## config.mk

```make
export PLATFORM = sky130hd
export DESIGN_NAME = sprc_control
export DESIGN_NICKNAME = d
export VERILOG_FILES = /design/src/sprc_pkg.sv /design/src/sprc_control.sv
export SDC_FILE = /design/constraint.sdc
export NUM_CORES = 1
export LEC_CHECK = 0
export BUFFER_PORTS_ARGS = -buffer_cell sky130_fd_sc_hd__buf_4
export CORE_UTILIZATION = 35
export CTS_CLUSTER_DIAMETER = 50
export DETAILED_ROUTE_END_ITERATION = 8
export SETUP_SLACK_MARGIN = 0.5
export SLEW_MARGIN = 25
export SYNTH_ARGS = -nofsm -noshare
export SYNTH_HDL_FRONTEND = slang
export SYNTH_SLANG_ARGS = --single-unit
```

## constraint.sdc

```tcl
create_clock -name core_clk -period 1.25 [get_ports core_clk]
set_input_delay 0.1875 -clock core_clk [delete_from_list [all_inputs] [get_ports core_clk]]
set_output_delay 0.1875 -clock core_clk [all_outputs]
set_load 0.01 [all_outputs]
```

## src/sprc_pkg.sv

```systemverilog
// Shared types and constants for the system power and reset control block
package sprc_pkg;

   // Power sequencing states
   typedef enum logic [1:0] {
      SPRC_OFF,
      SPRC_ON,
      SPRC_SHUTDOWN
   } sprc_state_type;

   // Input pins from the system power supply, the on button and the core reset, sampled together
   typedef struct packed {
      logic power_good;
      logic supply_alert;
      logic transient_rail;
      logic on_button;
      logic core_reset_req;
   } sprc_pins_type;

   // Events reported to software
   typedef struct packed {
      logic power_fail;
      logic alert;
   } sprc_events_type;

   localparam logic [1:0] SPRC_SYNC_INIT = 2'h0;
   localparam sprc_pins_type SPRC_PINS_RESET = '{power_good: 1'b0, supply_alert: 1'b0,
      transient_rail: 1'b0, on_button: 1'b0, core_reset_req: 1'b1};

   // Cycles the supply gets to raise the transient rail before a fault is flagged
   localparam int SPRC_SETTLE_W = 5;
   localparam logic [SPRC_SETTLE_W-1:0] SPRC_RAIL_SETTLE = 5'h10;
   localparam logic [SPRC_SETTLE_W-1:0] SPRC_SETTLE_ONE = 5'h01;
   localparam int SPRC_PIN_COUNT = $bits(sprc_pins_type);

endpackage : sprc_pkg

```

## src/sprc_control.sv

```systemverilog
// System power and reset sequencing logic in the always-on standby domain
//
// What this block does
// The core reset input resets only the processor core, never this standby logic.
// The power-on reset input is held low by the outside until standby power is stable.
// The power-on reset input is not driven low again unless all power is lost.
// A press of the on button sets the supply chip select to switch the system on.
// While power good is low the chip select is not asserted from off, for button and wake alike.
// The supply turns on the memory and transient rails when the chip select asserts.
// The supply captures serial commands on the chip select falling edge.
// A fall of power good while the system is on raises a high-priority event at once.
// The supply alert input becomes a low-priority event for software to read status.
// The supply raises transient rail status with the chip select, drops it on power-down.
// The memory rail is off at first standby power and stays off until the first power-up.
// The chip select stays asserted until software commands power-down, then releases.
`timescale 1ns/100ps
module sprc_control (
   input wire logic core_clk,
   input wire logic resetn,
   input wire logic core_reset_n,
   input wire logic on_button_in,
   input wire logic power_good_in,
   input wire logic supply_alert_in,
   input wire logic transient_rail_status,
   input wire logic wake_request,
   input wire logic shutdown_request,
   input wire logic cmd_frame_done,
   input wire logic event_ack,
   output logic supply_chip_select,
   output logic core_reset_out_n,
   output logic power_fail_event,
   output logic alert_event,
   output logic system_on,
   output logic rail_fault
);
   import sprc_pkg::*;

   sprc_pins_type pins_raw;
   sprc_pins_type sync1_q;
   sprc_pins_type sync2_q;
   sprc_pins_type prev_q;
   // Sequencer state lives in the standby domain and survives rails off
   sprc_state_type state_q;
   sprc_state_type state_d;
   sprc_events_type events_q;
   sprc_events_type events_d;
   logic cs_q;
   logic cs_d;
   logic core_rst_q;
   logic core_rst_d;
   logic fault_q;
   logic fault_d;
   // Registered copy of the on state, so the output comes from a flop
   logic system_on_q;
   logic system_on_d;
   // Settle counter for the transient rail check
   logic [SPRC_SETTLE_W-1:0] settle_q;
   logic [SPRC_SETTLE_W-1:0] settle_d;
   logic settled;
   // Decoded edges of the synchronised pins
   logic pg_fall;
   logic alert_rise;

   // Edge decode shared by both event sources; the reference stage resets to
   // the idle level of each pin, so no false edge follows reset
   function automatic logic sprc_edge(
      input logic now_v,
      input logic then_v
   );
      return now_v && !then_v;
   endfunction : sprc_edge

   assign pins_raw = '{power_good: power_good_in, supply_alert: supply_alert_in,
      transient_rail: transient_rail_status, on_button: on_button_in,
      core_reset_req: core_reset_n};

   // Edges are taken between the second and the third stage
   assign pg_fall = sprc_edge(prev_q.power_good, sync2_q.power_good);
   assign alert_rise = sprc_edge(sync2_q.supply_alert, prev_q.supply_alert);
   assign settled = (settle_q == SPRC_RAIL_SETTLE);
   assign system_on_d = (state_d != SPRC_OFF);

   // Two-stage synchroniser per pin; only the second stage feeds logic.
   // The third stage is the edge reference and reads only the second, so a
   // metastable first stage never reaches a decision.
   genvar gi;
   generate
      for (gi = 0; gi < SPRC_PIN_COUNT; gi++) begin : g_sync
         // Reset values are the idle levels of the pins
         always_ff @(posedge core_clk or negedge resetn) begin
            if (!resetn) begin
               sync1_q[gi] <= SPRC_PINS_RESET[gi];
               sync2_q[gi] <= SPRC_PINS_RESET[gi];
               prev_q[gi] <= SPRC_PINS_RESET[gi];
            end else begin
               sync1_q[gi] <= pins_raw[gi];
               sync2_q[gi] <= sync1_q[gi];
               prev_q[gi] <= sync2_q[gi];
            end
         end
      end
   endgenerate

   // Sequencer: the chip select is standby state, so it outlives the rails being off
   always_comb begin
      state_d = state_q;
      cs_d = cs_q;
      case (state_q)
         SPRC_OFF: begin
            cs_d = 1'b0;
            // Button and wake are both refused unless power good is seen
            if ((sync2_q.on_button || wake_request) && sync2_q.power_good) begin
               state_d = SPRC_ON;
               cs_d = 1'b1;
            end
         end
         SPRC_ON: begin
            // Power good dropping here does not drop the select; software must
            // shut down first, so commands can still reach the supply
            if (shutdown_request) begin
               state_d = SPRC_SHUTDOWN;
            end
         end
         SPRC_SHUTDOWN: begin
            // Hold the select until the last command is fully shifted, so the
            // falling edge that the supply latches on carries a whole frame
            if (cmd_frame_done) begin
               state_d = SPRC_OFF;
               cs_d = 1'b0;
            end
         end
         default: begin
            state_d = SPRC_OFF;
            cs_d = 1'b0;
         end
      endcase
   end

   always_ff @(posedge core_clk or negedge resetn) begin
      if (!resetn) begin
         state_q <= SPRC_OFF;
         cs_q <= 1'b0;
         system_on_q <= 1'b0;
      end else begin
         state_q <= state_d;
         cs_q <= cs_d;
         // Registered from the next state so it moves with the select
         system_on_q <= system_on_d;
      end
   end

   // Sticky events; a new event in the acknowledge cycle wins over the clear
   always_comb begin
      events_d = events_q;
      if (event_ack) begin
         events_d = '0;
      end
      // Only a running system can lose good power in a way that matters
      if (state_q != SPRC_OFF && pg_fall) begin
         events_d.power_fail = 1'b1;
      end
      // Alert is edge-reported; software reads the changed status back itself
      if (alert_rise) begin
         events_d.alert = 1'b1;
      end
   end

   always_ff @(posedge core_clk or negedge resetn) begin
      if (!resetn) begin
         events_q <= '0;
      end else begin
         events_q <= events_d;
      end
   end

   // Core reset is kept apart from the standby state above: it only follows the
   // switch and never touches the sequencer or the events.
   // A hung core is recovered by the switch without losing the rails.
   always_comb begin
      core_rst_d = sync2_q.core_reset_req;
   end

   always_ff @(posedge core_clk or negedge resetn) begin
      if (!resetn) begin
         core_rst_q <= 1'b0;
      end else begin
         core_rst_q <= core_rst_d;
      end
   end

   // Rail check: the supply ramps slowly, so the status is only judged once the
   // settle count has run out after power-up. A supply slower than the count
   // shows a fault for a while; it is a flag only and does not stop the system.
   always_comb begin
      settle_d = settle_q;
      if (state_q != SPRC_ON) begin
         settle_d = '0;
      end else if (!settled) begin
         settle_d = SPRC_SETTLE_W'(settle_q + SPRC_SETTLE_ONE);
      end
      fault_d = (state_q == SPRC_ON) && settled && !sync2_q.transient_rail;
   end

   always_ff @(posedge core_clk or negedge resetn) begin
      if (!resetn) begin
         settle_q <= '0;
         fault_q <= 1'b0;
      end else begin
         settle_q <= settle_d;
         fault_q <= fault_d;
      end
   end

   // All outputs are plain copies of registers

   assign supply_chip_select = cs_q;
   assign core_reset_out_n = core_rst_q;
   assign power_fail_event = events_q.power_fail;
   assign alert_event = events_q.alert;
   assign system_on = system_on_q;
   assign rail_fault = fault_q;

endmodule : sprc_control

```

Yosys cells after proc, flatten, opt, wreduce, memory -nomap -nowiden
Index checks and enable logic that the tools add are counted.
{"block": "classes", "n_reduce_logical": 16, "n_addsub": 1, "n_lt_le_gt_ge": 0, "mul": 0, "mux": 12, "eq_ne": 6, "n_bitwise": 1, "shifts": 0, "div": 0}
{"op": "5-bit two-way mux", "n": 2}
{"op": "2-bit two-way mux", "n": 4}
{"op": "2-bit nonzero test", "n": 4}
{"op": "1-bit logical AND", "n": 6}
{"op": "2-bit one-hot mux with 3 select lines", "n": 1}
{"op": "5-bit by 1-bit adder with 5-bit output (second input constant)", "n": 1}
{"op": "5-bit == test (second input constant)", "n": 1}
{"op": "1-bit two-way mux", "n": 4}
{"op": "2-bit by 1-bit inequality test with 1-bit output (second input constant)", "n": 2}
{"op": "1-bit logical NOT", "n": 3}
{"op": "1-bit one-hot mux with 3 select lines", "n": 1}
{"op": "2-bit by 1-bit == test with 1-bit output (second input constant)", "n": 1}
{"op": "2-bit == test (second input constant)", "n": 1}
{"op": "2-bit logical NOT", "n": 1}
{"op": "2-bit inequality test (second input constant)", "n": 1}
{"op": "2-bit AND reduction", "n": 1}
{"op": "1-bit logical OR", "n": 1}
{"op": "1-bit inverter", "n": 1}
{"block": "word_totals", "ramBits": 0, "wordCells": 56, "register_bits": 25, "mem_bits_ro": 0, "memories": 0, "latchBits": 0, "output_inout_bits": 6}

Longest topological paths before layout
Gate-level depths: netlist (run 1).
{"block": "depth", "ltp_word": 5, "depth_mapped": 5, "depth_no_buf": 5}

Worst setup path after synthesis (run 1)
OpenSTA, ideal clock, no wires.
{"block": "synth_path", "path_kind": "register -> register", "from": "register settle_q[0]", "to": "register settle_q[0]", "required_time_ns": 1.124, "n_path_buf": 0, "arrival_ns": 0.991, "period_less_slack_ns": 1.117, "stages_incl_launch_ff": 6, "slack_ns": 0.133, "setup_time_ns": 0.126, "cell_sequence": "dfrtp_1 inv_1 ha_1 and4bb_1 nor2_1 nor3_2"}
{"block": "synth_between", "elab_chain_len": 3, "word_cells_on_any_way": 5, "classes_between": "add/sub: 1; eq/ne: 2; mux: 2"}
{"element": "start: declaration", "line_no": "sprc_control.sv:57", "source": "logic [SPRC_SETTLE_W-1:0] settle_q;"}
{"element": "start signal: assignment", "line_no": "sprc_control.sv:209", "source": "settle_q <= settle_d;"}
{"element": "5-bit by 1-bit adder with 5-bit output", "line_no": "sprc_control.sv:199", "source": "settle_d = SPRC_SETTLE_W'(settle_q + SPRC_SETTLE_ONE);"}
{"element": "5-bit two-way mux", "line_no": "sprc_control.sv:198", "source": "end else if (!settled) begin"}
{"element": "5-bit two-way mux", "line_no": "sprc_control.sv:196", "source": "if (state_q != SPRC_ON) begin"}
Several ways; a longest one is shown, not always the timed one. The select of a mux whose other input is x is not followed.
A chain may end at the register's enable or synchronous reset.

Worst setup path in the final report (run 1)
{"block": "layout_path", "from": "register settle_q[1]", "to": "register settle_q[1]"}
The elaborated chain is that of the path after synthesis.

==> metrics, run 1 <==
grt ovf 0; Synth Net Count 80; Slew Viols, Final 0; Crit path largest cell delay 0.43 ns; Final min period 1.14 ns; TritonCTS Buffers 3; run status finished, final reports clean; Gate Count Post-Synth 67; cell taking the most area after synthesis dfrtp_1; Initial DRC Count 5; ys async rst share 1.00; Layout Utilization 0.553; largest net degree at the start of global routing 26; vias in the first global route 621; commonest non-fill, non-tap cell in the layout dfrtp_1; Die Area 2770 µm²; Routed Antenna Nets 0; Max-Cap Viols 0; CP Launch Type flip-flop; clock sink total 25; total wire length roughly 1600 µm; ranking of synthesized cells by area dfrtp_1 (64%), dfstp_2 (5.9%), nor2_1 (2.9%), ha_1 (2.8%), inv_1 (2.5%); Initial Utilization 0.386; Worst setup EP type flip-flop; share of layout cells above drive strength 1 0.475; CP required 1.51 ns; CTS tree built; Skew-Pair Late Insertion Delay 0.31 ns; DR vias around 600; FF-to-FF Start settle_q[1]; final cell count without fillers 127; Slew Limit Headroom 0.797; Post-synth EDFFs 0; DIE WIDTH ~53 µm; port bufs 16; # nets final 113; IO Count 17; synthesized area per cell 13.4 µm²; flops & latches, synth 25; most frequent cells in the layout dfrtp_1 (22), buf_4 (16), dlygate4sd3_1 (6), buf_6 (6), nor2_1 (5); hold slack between 0.03 and 0.04 ns; first-pass GRT wire length 2660 µm; share of the synthesized area in the top cell type 0.642; Worst Skew 0.00181 ns; post-synthesis cell area 896 µm²; power density over the cells 1650 nW/µm²; hold wc startpoint event_ack; area occupied by multi-input gates approximately 320 µm²; vias per cell 4.74; DR DRC count 0; Yosys cell types 22; Fin. Hold Viols 0; CTS H-Tree Depth 1; leak pwr 0.000581 µW; total core area about 2300 µm²; antenna diode count 0; Ys Warns 0; Layout area overhead 43.0%; Max Clock Freq around 900 MHz; FP Rows 17; Setup TNS 0 ns; clock tree buffer depth 2; Worst-path clk slew 0.13 ns; class of the worst hold path primary input to flip-flop; RD Place Congestion between 0.6 and 0.7; Arr. time, crit path 1.40 ns; placed cell count about 110; WS Path Type flip-flop to flip-flop; maximum vdd drop ~0.0011 V; clock root buffer clkbuf_4; First-pass DRT Iterations 3; fillers 201; Place WS 0.0757 ns; post-route worst setup slack 0.107 ns; Global Route Usage Sum 0.140; initial antenna violation count 0; DPL Wire Length 1030 µm; routed len/inst 12.8 µm; RSZ-0062 raised after global routing true; total area of sequential cells approximately 630 µm²; fin crit share 0.914; worst setup path startpoint settle_q[1]; final setup violation count 0; Crit Path Max Fanout 3; Seq/Total Area, Yosys 0.701; Primary FF master, synth dfrtp_1; cells along the critical path inv_2 > ha_4 > and4bb_1 > nand2_1 > a21oi_2; Slowest cell on crit path dfrtp_1; die height 52.6 µm; Slew @ Worst Pin 0.305 ns
## repair_timing
action / CTS / global route
hold endpoints to repair: 28 / 0
hold buffers: 6 / 0
endpoints found under the setup margin: 17 / 17
gates resized for setup: 18 / 2
pin swaps: 3 / 4
setup buffers: 5 / 1
## synthesized netlist by cell type (2+ instances only)
| library cell | number |
|---|---|
| dfrtp_1 | 23 |
| dfstp_2 | 2 |
| ha_1 | 2 |
| inv_1 | 6 |
| nand2_1 | 4 |
| nand2b_1 | 2 |
| nand3_1 | 4 |
| nor2_1 | 7 |
| nor3_2 | 2 |
| o21ai_1 | 2 |
| xor2_1 | 2 |
## final cells by class
cell class / count / share of cell area
clock buffer: 3 / 0.0176
clock inverter: 1 / 0.00391
inverter: 6 / 0.0176
multi-input combinational: 36 / 0.249
sequential: 25 / 0.491
tap: 28 / 0.0273
timing repair buffer: 28 / 0.193
## per-layer routing
layer	vias to the layer above	routed length, µm	share of wire	GRT usage
met3	2	72	0.044	0.0522
li1	283	-	-	-
met1	305	638	0.39	0.150
met2	12	906	0.56	0.262
met5	-	0	0	0
met4	0	9	0.0055	0.0263
## critical path: cells and delay by family (launching register included)
kind | cells | cell delay, ns
flops | 1 | 0.43
simple gates | 2 | 0.31
fa+ha+maj | 1 | 0.15
compound gates | 1 | 0.10
buf+inv | 1 | 0.09
## logic make-up after synthesis
family                   share of synthesized area
AO/OA/AOI/OAI                               0.0475
buffers and inverters                       0.0251
AND/OR/NAND/NOR                              0.169
flip-flops                                   0.701
XOR/XNOR                                    0.0293
adder cells (fa/ha/maj)                     0.0279
## final timing paths
path	to	slack, ns	depth (start not counted)
max	settle_q[1]	0.11	5
min	power_fail_event	0.04	2
max reg2reg	settle_q[1]	0.11	5
min reg2reg	core_rst_d	0.37	0
max in group asynchronous	sync1_q[0]	0.68	2
min in group asynchronous	sync1_q[1]	0.29	2
## stage by stage
step                      total power [µW]  area (µm²)
after floorplan                       1290         906
after global placement                1450        1060
after detailed placement              1470        1060
after CTS                             2060        1260
after global routing                  2230        1280
final                                 2110        1280
## state kept, by name (all words and copies together), names as in the netlist
register,flops
alert_event,1
core_rst_d,1
system_on,1
sync2_q,4
sync1_q,5
supply_chip_select,1
rail_fault,1
settle_q,5
prev_q,2
state_q,2
core_reset_out_n,1
power_fail_event,1
## where the power goes
part	leakage (µW)	switching [µW]	internal (µW)
Sequential	0.000306	102	927
Combinational	0.000257	323	412
Clock	0.0000177	229	120
Power figures use the tool's default switching activity.
==> run 2, diff against run 1 <==
--- a/config.mk
+++ b/config.mk
@@ -6,6 +6,7 @@
 export NUM_CORES = 1
 export LEC_CHECK = 0
 export BUFFER_PORTS_ARGS = -buffer_cell sky130_fd_sc_hd__buf_4
+export CORE_MARGIN = 3
 export CORE_UTILIZATION = 35
 export CTS_CLUSTER_DIAMETER = 50
 export DETAILED_ROUTE_END_ITERATION = 8
==> run 2 against run 1 <==
Compared with the run above: via count is 0.66% lower; routed wire length is 0.37% lower; setup slack worse by 0.0079 ns; highest routed layer unchanged; critical path type unchanged; clock power is 2% lower.
==> metrics, run 2 (synthesized netlist as in run 1, its figures left out) <==
run status finished, final reports clean; WS Path Type flip-flop to flip-flop; initial antenna violation count 0; Largest regs settle_q: 5 flops, sync1_q: 5 flops, sync2_q: 4 flops; Placed Instance Area 1060 µm²; Skew-Pair Late Insertion Delay 0.31 ns; Crit path largest cell delay 0.42 ns; Die Area 3200 µm²; Fin. Hold Viols 0; CP required 1.48 ns; class of the worst hold path primary input to flip-flop; Setup TNS 0 ns; Worst Skew roughly 0.013 ns; share of layout cells above drive strength 1 0.530; grt ovf 0; TritonCTS Buffers 3; reg2reg setup slack 0.1 ns; hold wc startpoint shutdown_request; commonest non-fill, non-tap cell in the layout dfrtp_1; clock tree buffer depth 2; total core area 2320 µm²; # nets final between 100 and 150; most frequent cells in the layout dfrtp_1 (21), buf_4 (15), buf_6 (8), dlygate4sd3_1 (6); first-pass GRT wire length 2700 µm; Arr. time, crit path 1.38 ns; Global Route Usage Sum 0.111; FF-to-FF Start settle_q[0]; WHS Endpoint state_q[0]; Max-Cap Viols 0; DIE WIDTH 56.6 µm; die height 56.6 µm; Slew Viols, Final 0; Worst-path clk slew 0.13 ns; Largest delay share family, worst path simple AND/OR/NAND/NOR gates; CP Launch Type flip-flop; Slew @ Worst Pin 0.302 ns; Max Clock Freq between 800 and 900 MHz; routed len/inst approximately 13 µm; DR vias about 600; Slew Limit Headroom 0.798; r2r endpoint settle_q[0]; Layout Utilization 0.572; Routed Antenna Nets 0; final setup violation count 0; Initial Utilization 0.386; WP buf/inv 1; post-route worst setup slack 0.0994 ns; Crit Path Max Fanout 2; clock sink total 25; Layout area overhead 47.9%; fin area 1330 µm²; DPL Wire Length 964 µm; antenna diode count 0; power density over the cells roughly 1600 nW/µm²; vias per cell 4.67; leak pwr approximately 0.0006 µW; maximum vdd drop around 0.0010 V; CTS tree built; fin crit share 0.920; total wire length between 1500 and 2000 µm; Place WS 0.101 ns; cells along the critical path inv_2 > ha_4 > and4bb_1 > nor2_2 > nor3_2; IO Count 17; Slowest cell on crit path dfrtp_1; clock root buffer clkbuf_4; port bufs 16; Initial DRC Count 6; Final min period between 1 and 1.5 ns; First-pass DRT Iterations 4; vias in the first global route 625; DR DRC count 0; hold path depth 2; worst reg2reg path depth 5; CTS H-Tree Depth 1; FP Rows 17; largest net degree at the start of global routing 26; RSZ-0062 raised after global routing true; RD Place Congestion 0.766; Worst setup EP type flip-flop
[run 2: cell count changes in the layout (fill, tap and decap cells not counted), sizes merged]
cell	before	now
buf	22	23
clkbuf	3	4
clkinv	1	0
[run 2: area by class of cell]
cell class | count | area (µm²)
inverters | 6 | 22.5
flip-flops and latches | 25 | 631
fillers | 190 | 993
clock buffers | 4 | 26.3
multi-input cells | 36 | 348
well taps | 28 | 35.0
repair buffers | 29 | 263
[run 2: worst max path at each step]
stage / slack (ns) / startpoint / end / depth (start not counted)
after CTS: 0.12 / settle_q[1] / settle_q[0] / 5
after floorplan: 0.17 / settle_q[0] / settle_q[0] / 5
after detailed placement: 0.10 / settle_q[0] / settle_q[0] / 5
after global placement: 0.11 / settle_q[1] / settle_q[0] / 5
after global routing: 0.01 / settle_q[0] / settle_q[0] / 5
final: 0.1 / settle_q[0] / settle_q[0] / 5
[run 2: metrics by stage]
step                      power [µW]  instances  hold WS (ns)
final                           2180        128        0.0288
after global routing            2320        128       0.00619
after CTS                       2010        123        0.0211
after detailed placement        1460        111         0.103
after global placement          1450        111         0.109
after floorplan                 1290         67        -0.108
[run 2: timing repair]
item,in CTS,in global routing
pin swaps,6,8
endpoints found under the hold margin,28,0
gates resized for setup,17,12
hold buffers,6,0
setup buffers,2,5
setup endpoints to repair,17,17
[run 2: power breakdown]
group	switching [µW]	total, µW	internal (µW)
combinational	356	807	451
clock	217	342	125
sequential	105	1030	929
total	679	2180	1500
[run 2: per-layer routing]
| metal | global-route usage | part of all wire | vias up |
|---|---|---|---|
| li1 | - | - | 284 |
| met1 | 0.131 | 0.38 | 297 |
| met2 | 0.175 | 0.54 | 15 |
| met3 | 0.0529 | 0.060 | 2 |
| met4 | 0.0407 | 0.011 | 0 |
| met5 | 0 | 0 | - |
==> run 3, diff against run 2 <==
--- a/config.mk
+++ b/config.mk
@@ -5,11 +5,13 @@
 export SDC_FILE = /design/constraint.sdc
 export NUM_CORES = 1
 export LEC_CHECK = 0
+export ABC_AREA = 1
 export BUFFER_PORTS_ARGS = -buffer_cell sky130_fd_sc_hd__buf_4
 export CORE_MARGIN = 3
 export CORE_UTILIZATION = 35
 export CTS_CLUSTER_DIAMETER = 50
 export DETAILED_ROUTE_END_ITERATION = 8
+export HOLD_SLACK_MARGIN = 0.12
 export SETUP_SLACK_MARGIN = 0.5
 export SLEW_MARGIN = 25
 export SYNTH_ARGS = -nofsm -noshare
==> run 3 against run 2 <==
Compared with the run above: non-clock buffer count unchanged; worst hold slack better by 0.12 ns; power down 5.2%; setup slack better by 0.048 ns; clock-buffer cell count down 1; critical path depth up 2; register-to-register slack better by 0.05 ns; routed wire length up 5.1%; die area up 0.89%.
==> metrics, run 3 <==
run status finished, final reports clean; IO Count 17; clock root buffer clkbuf_4; CP required ~1.5 ns; clock sink total 25; ys async rst share 1.00; combinational fraction of design power 0.338; Largest regs settle_q: 5 flops, sync1_q: 5 flops, sync2_q: 4 flops; most frequent cells in the layout dfrtp_1 (22), buf_4 (14), nand2_1 (10), inv_1 (9), dlygate4sd3_1 (8); Die Area 3230 µm²; worst setup path startpoint settle_q[1]; clock share of power 0.167; leak pwr 0.000633 µW; WS Path Type flip-flop to flip-flop; ranking of synthesized cells by area dfrtp_1 (64%), nand2_1 (6.6%), dfstp_2 (5.8%), inv_1 (4.6%), nand3_1 (3.3%); Final min period 1.10 ns; Ys Warns 0; commonest non-fill, non-tap cell in the layout dfrtp_1; antenna diode count 0; class of the worst hold path primary input to flip-flop; RD Place Congestion 0.749; routed len/inst 11.9 µm; hold wc startpoint cmd_frame_done; Initial Utilization 0.387; total core area roughly 2300 µm²; power density over the cells 1580 nW/µm²; First-pass DRT Iterations 4; Post-synth EDFFs 0; DR vias 660; RSZ-0062 raised after global routing true; die height 56.8 µm; total chip power 2070 µW; initial antenna violation count 0; CTS H-Tree Depth 1; Arr. time, crit path 1.32 ns; vias per cell 4.62; CP Launch Type flip-flop; flops & latches, synth 25; port bufs 16; FF-to-FF Start settle_q[1]; r2r endpoint settle_q[1]; first-pass GRT wire length around 2900 µm; TritonCTS Buffers 3; Gate Count Post-Synth 82; Layout area overhead 45.2%; fin crit share 0.882; most common cell in the netlist dfrtp_1; clock tree buffer depth 2; share of layout cells above drive strength 1 0.470; DPL Wire Length 1070 µm; final cell count without fillers 143; Slew Viols, Final 0; Sequential Power Share 0.495; fin area 1310 µm²; post-synthesis cell area approximately 900 µm²; Primary FF master, synth dfrtp_1; Initial DRC Count 6; vias in the first global route roughly 690; Global Route Usage Sum 0.118; Setup TNS 0 ns; share of the synthesized area in the top cell type 0.636; Max Clock Freq about 900 MHz; internal power 1410 µW; Placed Instance Area 1080 µm²; fillers a little under 200; Fin. Hold Viols 0; Worst setup EP type flip-flop; P_sw 663 µW; final setup violation count 0; top post-synthesis cells by count dfrtp_1 (23), nand2_1 (16), inv_1 (11); grt ovf 0; synthesized area per cell ~11 µm²; CTS tree built; Max-Cap Viols 0; largest net degree at the start of global routing 26; Seq/Total Area, Yosys 0.694; total wire length 1700 µm; FP Rows 17; DIE WIDTH roughly 57 µm; Worst-path clk slew 0.13 ns; Yosys cell types 18; # nets final roughly 130; DR DRC count 0; Skew-Pair Late Insertion Delay about 0.31 ns; maximum vdd drop a little over 0.001 V; WHS Endpoint state_q[1]; placed cell count 126; cell taking the most area after synthesis dfrtp_1; Worst Skew 0.00145 ns; Slew Limit Headroom 0.795; Crit Path Max Fanout 4; switch share 0.321; Routed Antenna Nets 0; reg2reg setup slack 0.15 ns; Slew @ Worst Pin a little over 0.3 ns; hold path depth 4; Synth Net Count between 90 and 100; worst reg2reg path depth 7
run 3: worst max-delay path, cell delays in order, from the launching register on:
cell	delay (ns)
dfrtp_1	0.44
inv_1	0.12
ha_4	0.13
nand2_2	0.04
inv_2	0.08
nand2_4	0.07
nand3_2	0.06
nand2_1	0.06
run 3: stage by stage:
step           hold WS [ns]  worst slack [ns]  utilization
3_3_place_gp          0.105             0.213        0.460
3_5_place_dp          0.106             0.180        0.460
6_report              0.147             0.148        0.561
4_1_cts               0.163             0.177        0.536
2_1_floorplan        -0.108             0.254            -
5_1_grt               0.143             0.104        0.561
run 3: power by group through the flow:
stage / clock network (µW) / logic, µW / registers (µW)
final: 345 / 699 / 1030
after global routing: 401 / 770 / 1040
after CTS: 371 / 578 / 1020
after detailed placement: 0 / 438 / 1030
after global placement: 0 / 428 / 1020
after floorplan: 0 / 255 / 1040
run 3: worst max-delay path by stage:
stage	to	slack (ns)
4_1_cts	settle_q[1]	0.18
2_1_floorplan	settle_q[2]	0.25
3_5_place_dp	settle_q[1]	0.18
3_3_place_gp	settle_q[2]	0.21
5_1_grt	settle_q[0]	0.10
6_report	settle_q[1]	0.15
run 3: what timing repair did:
action,CTS,global route
pin swaps,8,2
resized for setup,13,11
buffers inserted,3,2
hold endpoints to repair,34,0
setup endpoints to repair,17,18
hold buffers,8,0
run 3: layer usage:
layer / vias up / wire length, µm / GRT usage
met5: - / 0 / 0
met4: 0 / 15 / 0.0397
met3: 2 / 88 / 0.0483
met2: 16 / 880 / 0.195
met1: 323 / 718 / 0.138
li1: 319 / - / -
run 3: final cells by class:
cell class / count / area, µm² / share of cell area
Tap cell: 28 / 35.0 / 0.0267
Timing Repair Buffer: 29 / 264 / 0.201
Multi-Input combinational cell: 44 / 309 / 0.235
Inverter: 13 / 48.8 / 0.0371
Clock buffer: 3 / 22.5 / 0.0171
Clock inverter: 1 / 5.00 / 0.00381
Sequential cell: 25 / 629 / 0.479
run 3: cells by family (layout without fill, tap and decap cells):
| logic type | Yosys count | in the layout | share of synthesized area |
|---|---|---|---|
| buffers and inverters | 13 | 46 | 0.0539 |
| AND/OR/NAND/NOR | 38 | 38 | 0.198 |
| flip-flops | 25 | 25 | 0.694 |
| AO/OA/AOI/OAI | 4 | 4 | 0.0263 |
| adder cells (fa/ha/maj) | 2 | 2 | 0.0277 |
